## config.mk

```make
export PLATFORM = sky130hd
export DESIGN_NAME = dmac_core
export DESIGN_NICKNAME = d
export VERILOG_FILES = /design/src/core/dmac_pkg.sv /design/src/core/dmac_sync.sv /design/src/core/dmac_fifo.sv /design/src/core/dmac_core.sv
export SDC_FILE = /design/constraint.sdc
export NUM_CORES = 1
export LEC_CHECK = 0
export BUFFER_PORTS_ARGS = -buffer_cell sky130_fd_sc_hd__buf_2
export CAP_MARGIN = 30
export CORE_MARGIN = 5
export CORE_UTILIZATION = 48
export CTS_BUF_LIST = sky130_fd_sc_hd__clkbuf_4 sky130_fd_sc_hd__clkbuf_8 sky130_fd_sc_hd__clkbuf_16
export DETAILED_ROUTE_END_ITERATION = 10
export GPL_TIMING_DRIVEN = 0
export PLACE_DENSITY = 0.77
export RECOVER_POWER = 50
export REMOVE_ABC_BUFFERS = 1
export SYNTH_ARGS = -nofsm -noshare
export SYNTH_HDL_FRONTEND = slang
export SYNTH_SLANG_ARGS = --single-unit
```

## constraint.sdc

```tcl
create_clock -name sys_clk -period 10.45 [get_ports sys_clk]
set_input_delay 2.09 -clock sys_clk [delete_from_list [all_inputs] [get_ports sys_clk]]
set_output_delay 2.09 -clock sys_clk [all_outputs]
set_load 0.01 [all_outputs]
```

## src/core/dmac_pkg.sv

```systemverilog
// Package of constants for the four-channel transfer controller.
// Assumes a single 25 MHz system clock; no imports anywhere, full scoping.
package dmac_pkg;
  localparam int NUM_CH = 4;
  localparam int CLK_PERIOD_NS = 40;
  // Least reset pulse, rounded up to whole cycles.
  localparam int RESET_MIN_NS = 300;
  localparam int RESET_MIN_CYC =
    (RESET_MIN_NS + CLK_PERIOD_NS - 1) / CLK_PERIOD_NS;
  // Cycles the host waits after reset before the first write.
  localparam int POST_RESET_CYC = 2;
  // Register select codes on the low address lines.
  localparam logic [3:0] REG_ADDR_LO = 4'h0;
  localparam logic [3:0] REG_ADDR_HI = 4'h1;
  localparam logic [3:0] REG_COUNT_LO = 4'h2;
  localparam logic [3:0] REG_COUNT_HI = 4'h3;
  localparam logic [3:0] REG_CHAN_SEL = 4'h4;
  localparam logic [3:0] REG_STATUS = 4'h8;
  localparam logic [3:0] REG_COMMAND = 4'h9;
  localparam logic [3:0] REG_SW_REQ = 4'ha;
  localparam logic [3:0] REG_MASK_ONE = 4'hb;
  localparam logic [3:0] REG_MODE = 4'hc;
  localparam logic [3:0] REG_MASK_ALL = 4'hf;
  // Command register fields.
  localparam int CMD_DISABLE_BIT = 2;
  localparam int CMD_REQ_LOW_BIT = 6;
  localparam int CMD_GNT_HIGH_BIT = 7;
  localparam logic [7:0] CMD_RESET = 8'h00;
  localparam logic [3:0] MASK_RESET = 4'hf;
  // Mode register fields: bit 2 set means write to memory.
  localparam int MODE_TO_MEM_BIT = 2;
  localparam int MODE_DEC_BIT = 5;
  localparam logic [7:0] MODE_RESET = 8'h00;
  localparam int FIFO_DEPTH = 8;
  typedef enum logic [5:0] {
    DMAC_IDLE = 6'b000001,
    DMAC_HOLD = 6'b000010,
    DMAC_ADDR = 6'b000100,
    DMAC_STRB = 6'b001000,
    DMAC_WAIT = 6'b010000,
    DMAC_DONE = 6'b100000
  } dmac_state_t;
endpackage

```

## src/core/dmac_sync.sv

```systemverilog
// Three-stage synchroniser for pins from outside the clock domain.
// Assumes pin inputs may change at any time relative to sys_clk.
`timescale 1ns/10ps
module dmac_sync #(
  parameter int WIDTH = 1,
  parameter logic [WIDTH-1:0] INIT = '0
) (
  input wire logic sys_clk,
  input wire logic reset_n,
  input wire logic clk_en,
  input wire logic [WIDTH-1:0] pin_in,
  output logic [WIDTH-1:0] level_out
);
  logic [WIDTH-1:0] s1_q;
  logic [WIDTH-1:0] s2_q;
  logic [WIDTH-1:0] s3_q;

  always_ff @(posedge sys_clk or negedge reset_n) begin
    if (!reset_n) begin
      s1_q <= INIT;
      s2_q <= INIT;
      s3_q <= INIT;
      level_out <= INIT;
    end else if (clk_en) begin
      s1_q <= pin_in;
      s2_q <= s1_q;
      s3_q <= s2_q;
      // A bit changes only once two later stages agree.
      for (int i = 0; i < WIDTH; i++) begin
        if (s2_q[i] == s3_q[i]) begin
          level_out[i] <= s3_q[i];
        end
      end
    end
  end
endmodule

```

## src/core/dmac_fifo.sv

```systemverilog
// Small synchronous FIFO with valid and ready on both sides.
// Assumes one clock; depth must be a power of two.
`timescale 1ns/10ps
module dmac_fifo #(
  parameter int WIDTH = 8,
  parameter int DEPTH = 8
) (
  input wire logic sys_clk,
  input wire logic reset_n,
  input wire logic clk_en,
  input wire logic flush,
  input wire logic in_valid,
  output logic in_ready,
  input wire logic [WIDTH-1:0] in_data,
  output logic out_valid,
  input wire logic out_ready,
  output logic [WIDTH-1:0] out_data
);
  localparam int AW = $clog2(DEPTH);
  initial begin
    if (DEPTH < 2 || (1 << AW) != DEPTH) begin
      $error("dmac_fifo: depth must be a power of two of 2 or more");
    end
  end
  logic [WIDTH-1:0] mem [DEPTH];
  logic [AW:0] wr_q;
  logic [AW:0] rd_q;
  logic push;
  logic pop;

  assign in_ready = (wr_q - rd_q) != (AW + 1)'(DEPTH);
  assign out_valid = wr_q != rd_q;
  assign out_data = mem[rd_q[AW-1:0]];
  assign push = in_valid && in_ready;
  assign pop = out_valid && out_ready;

  always_ff @(posedge sys_clk) begin
    if (clk_en && push) begin
      mem[wr_q[AW-1:0]] <= in_data;
    end
  end

  always_ff @(posedge sys_clk or negedge reset_n) begin
    if (!reset_n) begin
      wr_q <= '0;
      rd_q <= '0;
    end else if (clk_en) begin
      if (flush) begin
        wr_q <= '0;
        rd_q <= '0;
      end else begin
        if (push) begin
          wr_q <= wr_q + 1'b1;
        end
        if (pop) begin
          rd_q <= rd_q + 1'b1;
        end
      end
    end
  end
endmodule

```

## src/core/dmac_core.sv

```systemverilog
// Four-channel transfer controller: host handshake, register port,
// address generation with external high-byte latch, strobes and EOP.
// Assumes one 25 MHz clock; all pins other than the clock arrive async.
`timescale 1ns/10ps
module dmac_core #(
  parameter int NUM_CH = dmac_pkg::NUM_CH,
  parameter int FIFO_DEPTH = dmac_pkg::FIFO_DEPTH
) (
  input wire logic sys_clk,
  input wire logic reset,
  input wire logic clk_en,
  input wire logic device_select_n,
  input wire logic ready,
  input wire logic bus_hold_grant,
  input wire logic [NUM_CH-1:0] dma_request_inputs,
  output logic bus_hold_request,
  output logic [NUM_CH-1:0] dma_grant_outputs,
  input wire logic [3:0] register_select_lines_in,
  output logic [3:0] register_select_lines_out,
  output logic register_select_lines_oe,
  output logic [3:0] middle_address_lines,
  output logic middle_address_oe,
  input wire logic [7:0] shared_data_bus_in,
  output logic [7:0] shared_data_bus_out,
  output logic shared_data_bus_oe,
  output logic high_address_strobe,
  output logic high_address_output_enable,
  input wire logic io_read_strobe_n_in,
  output logic io_read_strobe_n_out,
  input wire logic io_write_strobe_n_in,
  output logic io_write_strobe_n_out,
  output logic io_strobe_oe,
  output logic memory_read_strobe_n,
  output logic memory_write_strobe_n,
  output logic mem_strobe_oe,
  input wire logic end_of_process_signal_n_in,
  output logic end_of_process_signal_n_out,
  output logic end_of_process_signal_oe,
  output logic [7:0] status_q
);
  initial begin
    if (NUM_CH != 4) begin
      $error("dmac_core: the register map serves exactly four channels");
    end
  end

  // Internal reset is active low so leaves share one convention.
  logic reset_n;
  assign reset_n = !reset;

  // Pins from the host bus and peripherals are synchronised.
  logic [NUM_CH-1:0] req_raw;
  logic cs_n;
  logic rd_n;
  logic wr_n;
  logic eop_in_n;
  logic hold_gnt;
  logic rdy;
  logic [3:0] a_in;
  logic [7:0] d_in;
  dmac_sync #(.WIDTH(NUM_CH + 5), .INIT({{NUM_CH{1'b0}}, 5'h1f})) u_sync_ctl (
    .sys_clk(sys_clk),
    .reset_n(reset_n),
    .clk_en(clk_en),
    .pin_in({dma_request_inputs, device_select_n, io_read_strobe_n_in,
             io_write_strobe_n_in, end_of_process_signal_n_in, ready}),
    .level_out({req_raw, cs_n, rd_n, wr_n, eop_in_n, rdy})
  );
  dmac_sync #(.WIDTH(13), .INIT(13'h0)) u_sync_bus (
    .sys_clk(sys_clk),
    .reset_n(reset_n),
    .clk_en(clk_en),
    .pin_in({bus_hold_grant, register_select_lines_in, shared_data_bus_in}),
    .level_out({hold_gnt, a_in, d_in})
  );

  // Control registers.
  logic [7:0] cmd_q;
  logic [3:0] mask_q;
  logic [3:0] sw_req_q;
  logic [1:0] sel_ch_q;
  logic [7:0] mode_q [NUM_CH];
  logic [15:0] addr_q [NUM_CH];
  logic [15:0] count_q [NUM_CH];
  logic byte_ptr_q;
  logic wr_d1_q;
  logic rd_d1_q;
  dmac_pkg::dmac_state_t state_q;
  logic [1:0] act_ch_q;
  logic [7:0] last_hi_q;
  logic hi_valid_q;

  // Request polarity follows the command register; reset gives active high.
  logic [NUM_CH-1:0] req_act;
  assign req_act = (cmd_q[dmac_pkg::CMD_REQ_LOW_BIT] ? ~req_raw : req_raw)
                   | sw_req_q;
  logic [NUM_CH-1:0] pending;
  assign pending = cmd_q[dmac_pkg::CMD_DISABLE_BIT] ? '0
                   : (req_act & ~mask_q);

  logic busy;
  assign busy = state_q != dmac_pkg::DMAC_IDLE;
  // Select counts only while idle and the host still owns the bus.
  logic host_acc;
  assign host_acc = !cs_n && !hold_gnt && !busy;
  logic wr_edge;
  logic rd_edge;
  assign wr_edge = host_acc && !wr_n && wr_d1_q;
  assign rd_edge = host_acc && !rd_n && rd_d1_q;

  always_ff @(posedge sys_clk or negedge reset_n) begin
    if (!reset_n) begin
      wr_d1_q <= 1'b1;
      rd_d1_q <= 1'b1;
    end else if (clk_en) begin
      wr_d1_q <= wr_n;
      rd_d1_q <= rd_n;
    end
  end

  // Register writes; reset clears all but the mask, which disables all.
  logic tc_hit;
  always_ff @(posedge sys_clk or negedge reset_n) begin
    if (!reset_n) begin
      cmd_q <= dmac_pkg::CMD_RESET;
      mask_q <= dmac_pkg::MASK_RESET;
      sw_req_q <= 4'h0;
      sel_ch_q <= 2'h0;
      byte_ptr_q <= 1'b0;
    end else if (clk_en) begin
      if (tc_hit) begin
        sw_req_q[act_ch_q] <= 1'b0;
      end
      // A finished or cut channel masks itself, so a request still held
      // high cannot restart it while the stale grant drains away.
      if (state_q == dmac_pkg::DMAC_DONE) begin
        mask_q[act_ch_q] <= 1'b1;
      end
      if (wr_edge) begin
        case (a_in)
          dmac_pkg::REG_ADDR_LO, dmac_pkg::REG_ADDR_HI,
          dmac_pkg::REG_COUNT_LO, dmac_pkg::REG_COUNT_HI: begin
            byte_ptr_q <= !byte_ptr_q;
          end
          dmac_pkg::REG_CHAN_SEL: sel_ch_q <= d_in[1:0];
          dmac_pkg::REG_COMMAND: cmd_q <= d_in;
          dmac_pkg::REG_SW_REQ: sw_req_q[d_in[1:0]] <= d_in[2];
          dmac_pkg::REG_MASK_ONE: mask_q[d_in[1:0]] <= d_in[2];
          dmac_pkg::REG_MASK_ALL: mask_q <= d_in[3:0];
          default: ;
        endcase
      end
    end
  end

  // Per-channel address and count, loaded a byte at a time.
  logic [15:0] step_addr;
  always_ff @(posedge sys_clk or negedge reset_n) begin
    if (!reset_n) begin
      for (int i = 0; i < NUM_CH; i++) begin
        mode_q[i] <= dmac_pkg::MODE_RESET;
        addr_q[i] <= 16'h0000;
        count_q[i] <= 16'h0000;
      end
    end else if (clk_en) begin
      if (wr_edge) begin
        case (a_in)
          dmac_pkg::REG_ADDR_LO, dmac_pkg::REG_ADDR_HI: begin
            if (byte_ptr_q) addr_q[sel_ch_q][15:8] <= d_in;
            else addr_q[sel_ch_q][7:0] <= d_in;
          end
          dmac_pkg::REG_COUNT_LO, dmac_pkg::REG_COUNT_HI: begin
            if (byte_ptr_q) count_q[sel_ch_q][15:8] <= d_in;
            else count_q[sel_ch_q][7:0] <= d_in;
          end
          dmac_pkg::REG_MODE: mode_q[sel_ch_q] <= d_in;
          default: ;
        endcase
      end
      if (state_q == dmac_pkg::DMAC_STRB && rdy) begin
        addr_q[act_ch_q] <= step_addr;
        count_q[act_ch_q] <= count_q[act_ch_q] - 16'h0001;
      end
    end
  end
  assign step_addr = mode_q[act_ch_q][dmac_pkg::MODE_DEC_BIT]
                     ? addr_q[act_ch_q] - 16'h0001
                     : addr_q[act_ch_q] + 16'h0001;

  // Fixed priority: channel 0 highest.
  logic [1:0] win_ch;
  always_comb begin
    win_ch = 2'd0;
    for (int i = NUM_CH - 1; i >= 0; i--) begin
      if (pending[i]) win_ch = 2'(i);
    end
  end

  // Register read data passes through the FIFO so reads queue in order.
  logic [7:0] rd_data;
  always_comb begin
    case (a_in)
      dmac_pkg::REG_STATUS: rd_data = status_q;
      dmac_pkg::REG_COMMAND: rd_data = cmd_q;
      dmac_pkg::REG_ADDR_LO, dmac_pkg::REG_ADDR_HI:
        rd_data = byte_ptr_q ? addr_q[sel_ch_q][15:8]
                             : addr_q[sel_ch_q][7:0];
      dmac_pkg::REG_COUNT_LO, dmac_pkg::REG_COUNT_HI:
        rd_data = byte_ptr_q ? count_q[sel_ch_q][15:8]
                             : count_q[sel_ch_q][7:0];
      default: rd_data = {4'h0, mask_q};
    endcase
  end
  logic fifo_in_ready;
  logic fifo_out_valid;
  logic [7:0] fifo_out_data;
  logic drive_rd_q;
  dmac_fifo #(.WIDTH(8), .DEPTH(FIFO_DEPTH)) u_rd_fifo (
    .sys_clk(sys_clk),
    .reset_n(reset_n),
    .clk_en(clk_en),
    .flush(busy),
    .in_valid(rd_edge),
    .in_ready(fifo_in_ready),
    .in_data(rd_data),
    .out_valid(fifo_out_valid),
    .out_ready(!drive_rd_q),
    .out_data(fifo_out_data)
  );

  // Transfer sequencer.
  logic eop_ext;
  assign eop_ext = !eop_in_n && !end_of_process_signal_oe;
  assign tc_hit = state_q == dmac_pkg::DMAC_STRB && rdy
                  && count_q[act_ch_q] == 16'h0000;
  logic to_mem;
  assign to_mem = mode_q[act_ch_q][dmac_pkg::MODE_TO_MEM_BIT];

  always_ff @(posedge sys_clk or negedge reset_n) begin
    if (!reset_n) begin
      state_q <= dmac_pkg::DMAC_IDLE;
      act_ch_q <= 2'd0;
      hi_valid_q <= 1'b0;
      last_hi_q <= 8'h00;
    end else if (clk_en) begin
      case (state_q)
        dmac_pkg::DMAC_IDLE: begin
          if (pending != '0) state_q <= dmac_pkg::DMAC_HOLD;
        end
        dmac_pkg::DMAC_HOLD: begin
          // The host grants only once it has let go of the buses.
          if (hold_gnt && pending != '0) begin
            act_ch_q <= win_ch;
            hi_valid_q <= 1'b0;
            state_q <= dmac_pkg::DMAC_ADDR;
          end else if (pending == '0) begin
            state_q <= dmac_pkg::DMAC_IDLE;
          end
        end
        dmac_pkg::DMAC_ADDR: begin
          last_hi_q <= addr_q[act_ch_q][15:8];
          hi_valid_q <= 1'b1;
          state_q <= dmac_pkg::DMAC_STRB;
        end
        dmac_pkg::DMAC_STRB: begin
          if (eop_ext || tc_hit) begin
            state_q <= dmac_pkg::DMAC_DONE;
          end else if (!rdy) begin
            state_q <= dmac_pkg::DMAC_WAIT;
          end else if (step_addr[15:8] != last_hi_q) begin
            // The high byte is re-strobed only on a carry or borrow.
            state_q <= dmac_pkg::DMAC_ADDR;
          end
        end
        dmac_pkg::DMAC_WAIT: begin
          if (eop_ext) state_q <= dmac_pkg::DMAC_DONE;
          else if (rdy) state_q <= dmac_pkg::DMAC_STRB;
        end
        dmac_pkg::DMAC_DONE: state_q <= dmac_pkg::DMAC_IDLE;
        default: state_q <= dmac_pkg::DMAC_IDLE;
      endcase
    end
  end

  // Registered pin drive; every output comes straight from a flip-flop.
  logic on_bus;
  assign on_bus = state_q == dmac_pkg::DMAC_ADDR
                  || state_q == dmac_pkg::DMAC_STRB
                  || state_q == dmac_pkg::DMAC_WAIT;
  logic strobe_on;
  assign strobe_on = state_q == dmac_pkg::DMAC_STRB
                     || state_q == dmac_pkg::DMAC_WAIT;
  logic gnt_pol;
  assign gnt_pol = cmd_q[dmac_pkg::CMD_GNT_HIGH_BIT];

  always_ff @(posedge sys_clk or negedge reset_n) begin
    if (!reset_n) begin
      bus_hold_request <= 1'b0;
      dma_grant_outputs <= '1;
      high_address_output_enable <= 1'b0;
      high_address_strobe <= 1'b0;
      register_select_lines_out <= 4'h0;
      register_select_lines_oe <= 1'b0;
      middle_address_lines <= 4'h0;
      middle_address_oe <= 1'b0;
      shared_data_bus_out <= 8'h00;
      shared_data_bus_oe <= 1'b0;
      drive_rd_q <= 1'b0;
      io_read_strobe_n_out <= 1'b1;
      io_write_strobe_n_out <= 1'b1;
      io_strobe_oe <= 1'b0;
      memory_read_strobe_n <= 1'b1;
      memory_write_strobe_n <= 1'b1;
      mem_strobe_oe <= 1'b0;
      end_of_process_signal_n_out <= 1'b1;
      end_of_process_signal_oe <= 1'b0;
      status_q <= 8'h00;
    end else if (clk_en) begin
      bus_hold_request <= (state_q == dmac_pkg::DMAC_HOLD)
                          || on_bus;
      // One-hot grant so no two channels are ever acknowledged together.
      for (int i = 0; i < NUM_CH; i++) begin
        dma_grant_outputs[i] <= (on_bus && act_ch_q == 2'(i))
                                ? gnt_pol : !gnt_pol;
      end
      high_address_output_enable <= on_bus;
      high_address_strobe <= state_q == dmac_pkg::DMAC_ADDR;
      register_select_lines_out <= addr_q[act_ch_q][3:0];
      register_select_lines_oe <= on_bus;
      middle_address_lines <= addr_q[act_ch_q][7:4];
      middle_address_oe <= on_bus;
      // Read data is held until the host strobe rises again.
      drive_rd_q <= drive_rd_q ? !rd_n : fifo_out_valid && !rd_n;
      if (state_q == dmac_pkg::DMAC_ADDR) begin
        shared_data_bus_out <= addr_q[act_ch_q][15:8];
      end else if (!drive_rd_q && fifo_out_valid) begin
        shared_data_bus_out <= fifo_out_data;
      end
      shared_data_bus_oe <= (state_q == dmac_pkg::DMAC_ADDR)
                            || (drive_rd_q && !rd_n && !cs_n);
      // Strobes stay low through wait states while Ready is low.
      io_read_strobe_n_out <= !(strobe_on && to_mem);
      memory_write_strobe_n <= !(strobe_on && to_mem);
      memory_read_strobe_n <= !(strobe_on && !to_mem);
      io_write_strobe_n_out <= !(strobe_on && !to_mem);
      io_strobe_oe <= on_bus;
      mem_strobe_oe <= on_bus;
      end_of_process_signal_n_out <= !tc_hit;
      end_of_process_signal_oe <= tc_hit;
      // Terminal-count flags set on completion and clear on status read.
      for (int i = 0; i < NUM_CH; i++) begin
        if (tc_hit && act_ch_q == 2'(i)) status_q[i] <= 1'b1;
        else if (rd_edge && a_in == dmac_pkg::REG_STATUS) status_q[i] <= 1'b0;
        status_q[4 + i] <= req_act[i];
      end
    end
  end
endmodule

```

==> results.txt <==
- The flow ran to the end, but the final reports show violations.
- Violations in the final reports: capacitance limit, slew limit
- In this run the count of I/O pins placed on the die edge is between 60 and 70.
* Max IR drop VDD: 131 µV
* Core Region: just under 40000 µm²
- Data on the critical path arrives at its endpoint at between 7 and 8 ns.
- Compared with the post-synthesis result, the final layout area differs by 11.8%.
- Post-synthesis async set-or-reset flop share: 0.827
* Critical path endpoint category: flop
- Detailed placement finished with a half-perimeter wire length of ~34000 µm.
- Most frequent cells in the layout: dfrtp_1 (269), nor2_1 (218), a21oi_1 (213)
* Rel. slew slack: -1.34
- Post-Synthesis Cells: about 1800
- Number of buffers added to fix hold violations after cts: 0
* Cell row count: 73
- A synthesized cell averages ~11 µm².
- Max-cap violation count: 4
- CTS tree: done
- Count of flip-flops with a built-in enable after synthesis: 64
- The most used flip-flop cell after synthesis is dfrtp_1.
- Area share of fa/ha/maj cells after synthesis: 0.0140
* Leakage dissipation: around 8.4 nW
- Final Cycle Share: 0.666
- Number of vias in the routed layout: between 15000 and 20000
- Number of standard cells in the layout, taps in and fillers out: roughly 2400
* Seq/Total Area, Yosys: 0.500
- Number of cells on the worst reg-to-reg path: 11
- Final slew viol count: around 210
* Sequential cell fraction of total power: 0.386
* Post-CTS Resized: 0
- Leaving out fill and tap cells, the most frequent cell in the layout is dfrtp_1.
- Counting instances, the worst hold path has a depth of 2.
* Number of nets with antenna violations after routing: 0
- Final number of setup-violating endpoints: 0
- Total power for the finished layout comes to approximately 5.4 mW.
- Summed over all layers, the global routing overflow is 0.
* Total CTS buffers: 40
* Die W: 210 µm
* Areal power density over the cells: roughly 250 nW/µm²
- Based on the critical path, the design can be clocked at up to ~0.14 GHz.
* Slew of the pin with the lowest slew margin: about 3.5 ns
- First-pass GRT wire length: around 83000 µm
- Of all nets on the critical path, the largest fanout is 144.
- The tightest hold path in the finished design has a slack of around 0.48 ns.
- RD Place Congestion: about 0.91
- For this block, the routed nets add up to roughly 53000 µm of wire.
- Buffers inserted during post-CTS setup optimization: 0
- The die covers about 44000 µm².
- Root Buffer: clkbuf_16
* Multiplexer fraction of the synthesized cell area: 0.171
- Of the total synthesized cell area, the portion taken by AND, OR, NAND and NOR gates is 0.104.
* Number of nets in the layout: around 1800
- Source-to-sink clock delay at the later pin of the worst-skew pair: 0.56 ns
- After detailed placement, the design holds a cell count of 2275.
* Type of the worst setup path: in2reg
- Setup repair after global routing missed its margin: no
- Ant. Diodes: 0
- The min-delay analysis places its worst path in the category reg2reg.
* Mapped cell area: 19200 µm²
- Pin count of the biggest net entering global routing: roughly 150
* Final design instance area without fill: 21500 µm²
- The number of global-route vias before repair is around 15000.
- In the final layout, the share of cells above drive strength 1 is 0.189.
- Count of TritonRoute iterations in the first routing pass: 6
- Setup total negative slack on the finished layout was measured at 0 ns.
- The tree built by TritonCTS fans out to 370 sinks.
- In this run the power spent charging and discharging nets is 1.99 mW.
- Final worst clock skew: roughly 0.025 ns
* Proportion of total power due to net switching: 0.367
* Height of the chip: approximately 210 µm
- Of the total power, the clock network draws 0.280.
* Critical path startpoint category: input pin
* Number of warnings reported in the yosys synthesis log: 0
- Gate power share: 0.334
* Flip-flop and latch count after synthesis: 370
* Number of H-tree branching levels: 2
- After synthesis, the netlist uses 73 different library cells.
- Of the total synthesized cell area, the portion taken by XOR and XNOR cells is 0.0235.
- DRC violation count after routing: 0
- Number of antenna violations at the first check in global routing: 0
- The area fraction in compound gates after synthesis was 0.153.
- Placement Cell Area: ~20000 µm²
* Maximum buffer depth of the clock tree: 3
- For the worst setup path, the data required time is roughly 11 ns.
* Routed wire length per instance: between 20 and 25 µm
* Iteration-0 DRC Markers: 1822
- Main combinational cell family by area after synthesis: multiplexers
- Overall track demand over capacity in global routing: 0.234
- Avg Vias per Cell: 6.42
* Count of buffers from port buffering: 66
- Post-route minimum period: 6.96 ns
* Clock-pin slew on the worst setup and hold paths: 0.06 ns
* Final hold violation count: 0
* Starting density of the core: 0.484
* Internal power consumption: between 3 and 4 mW
[critical path, cell delays in order]
cell      delay (ns)
clkbuf_1        1.94
buf_16          0.50
inv_1           0.30
clkbuf_1        0.92
a21oi_1         1.20
nor2_1          0.15
a21oi_1         0.17
[state kept, by name, indices dropped and copies added, names as in the netlist, 4 cells and up]
signal,flops
addr_q,64
cmd_q,8
count_q,64
dma_grant_outputs,4
last_hi_q,8
mask_q,4
middle_address_lines,4
mode_q,8
register_select_lines_out,4
shared_data_bus_out,8
state_q,6
status_q,8
sw_req_q,4
u_rd_fifo.mem,64
u_rd_fifo.rd_q,4
u_rd_fifo.wr_q,4
u_sync_bus.level_out,13
u_sync_bus.s1_q,13
u_sync_bus.s2_q,13
u_sync_bus.s3_q,13
u_sync_ctl.level_out,9
u_sync_ctl.s1_q,9
u_sync_ctl.s2_q,9
u_sync_ctl.s3_q,9
[final timing paths]
check / startpoint / end / slack [ns]
worst max-delay path: clk_en / addr_q[53] / 3.49
worst min-delay path: u_sync_ctl.s3_q[0] / u_sync_ctl.s3_q[0] / 0.48
worst max register to register: act_ch_q[1] / state_q[5] / 5.55
worst min register to register: u_sync_ctl.s3_q[0] / u_sync_ctl.s3_q[0] / 0.48
max in group asynchronous: reset / middle_address_lines[1] / 5.78
min in group asynchronous: reset / u_sync_bus.s1_q[3] / 2.54
[layer usage]
| metal | vias to the layer above | wire, µm | track usage |
|---|---|---|---|
| li1 | 6580 | - | - |
| met1 | 7456 | 20200 | 0.310 |
| met2 | 868 | 24800 | 0.376 |
| met3 | 194 | 4860 | 0.0457 |
| met4 | 0 | 2680 | 0.104 |
| met5 | - | 0 | 0 |
[final cells by class]
| class | count | area [µm²] |
|---|---|---|
| fillers | 3308 | 18200 |
| clock inverters | 18 | 235 |
| inverters | 44 | 166 |
| repair buffers | 90 | 673 |
| well taps | 525 | 657 |
| multi-input cells | 1250 | 8970 |
| flip-flops and latches | 370 | 9630 |
| clock buffers | 55 | 1180 |
[cells in the mapped netlist (all sizes together) (19+ instances only)]
cell type  count  area share
edfxtp        64        0.10
o22ai         91       0.030
inv           44      0.0086
a21oi        213       0.055
dfstp         34       0.046
buf           28      0.0075
dfrtp        272        0.35
mux2         100       0.059
o21ai        136       0.035
nand2b        19      0.0062
mux4          80       0.094
nor2         218       0.043
nor3          21      0.0055
clkbuf        90       0.018
xor2          22       0.010
nand2        112       0.022
ha            20       0.013
xnor2         27       0.012
mux2i         35       0.018
[cell families (layout without fill, tap and decap cells)]
kind of cell	count (synthesis)	after routing
muxes	215	215
and+or+nand+nor	449	449
adders and majority gates	21	21
xor gates and xnor gates	50	50
DFF	370	370
buffers and inverters	162	207
AOI/OAI and AO/OA	515	515
[power groups by stage]
stage	Clock (mW)	Combinational (mW)	Sequential, mW
final	1.52	1.81	2.09
after detailed placement	0	1.77	2.10
after CTS	1.54	1.79	2.07
after global placement	0	1.59	2.18
after floorplan	0	1.17	2.05
after global routing	1.60	1.95	2.12
[metrics by stage]
step,utilization,setup slack (ns)
global placement,0.497,-3.33
detailed placement,0.508,4.76
CTS,0.544,5.32
global route,0.541,3.14
floorplan,-,-0.0431
finish,0.541,3.49
Note: power is estimated with default switching activity, not from simulation.
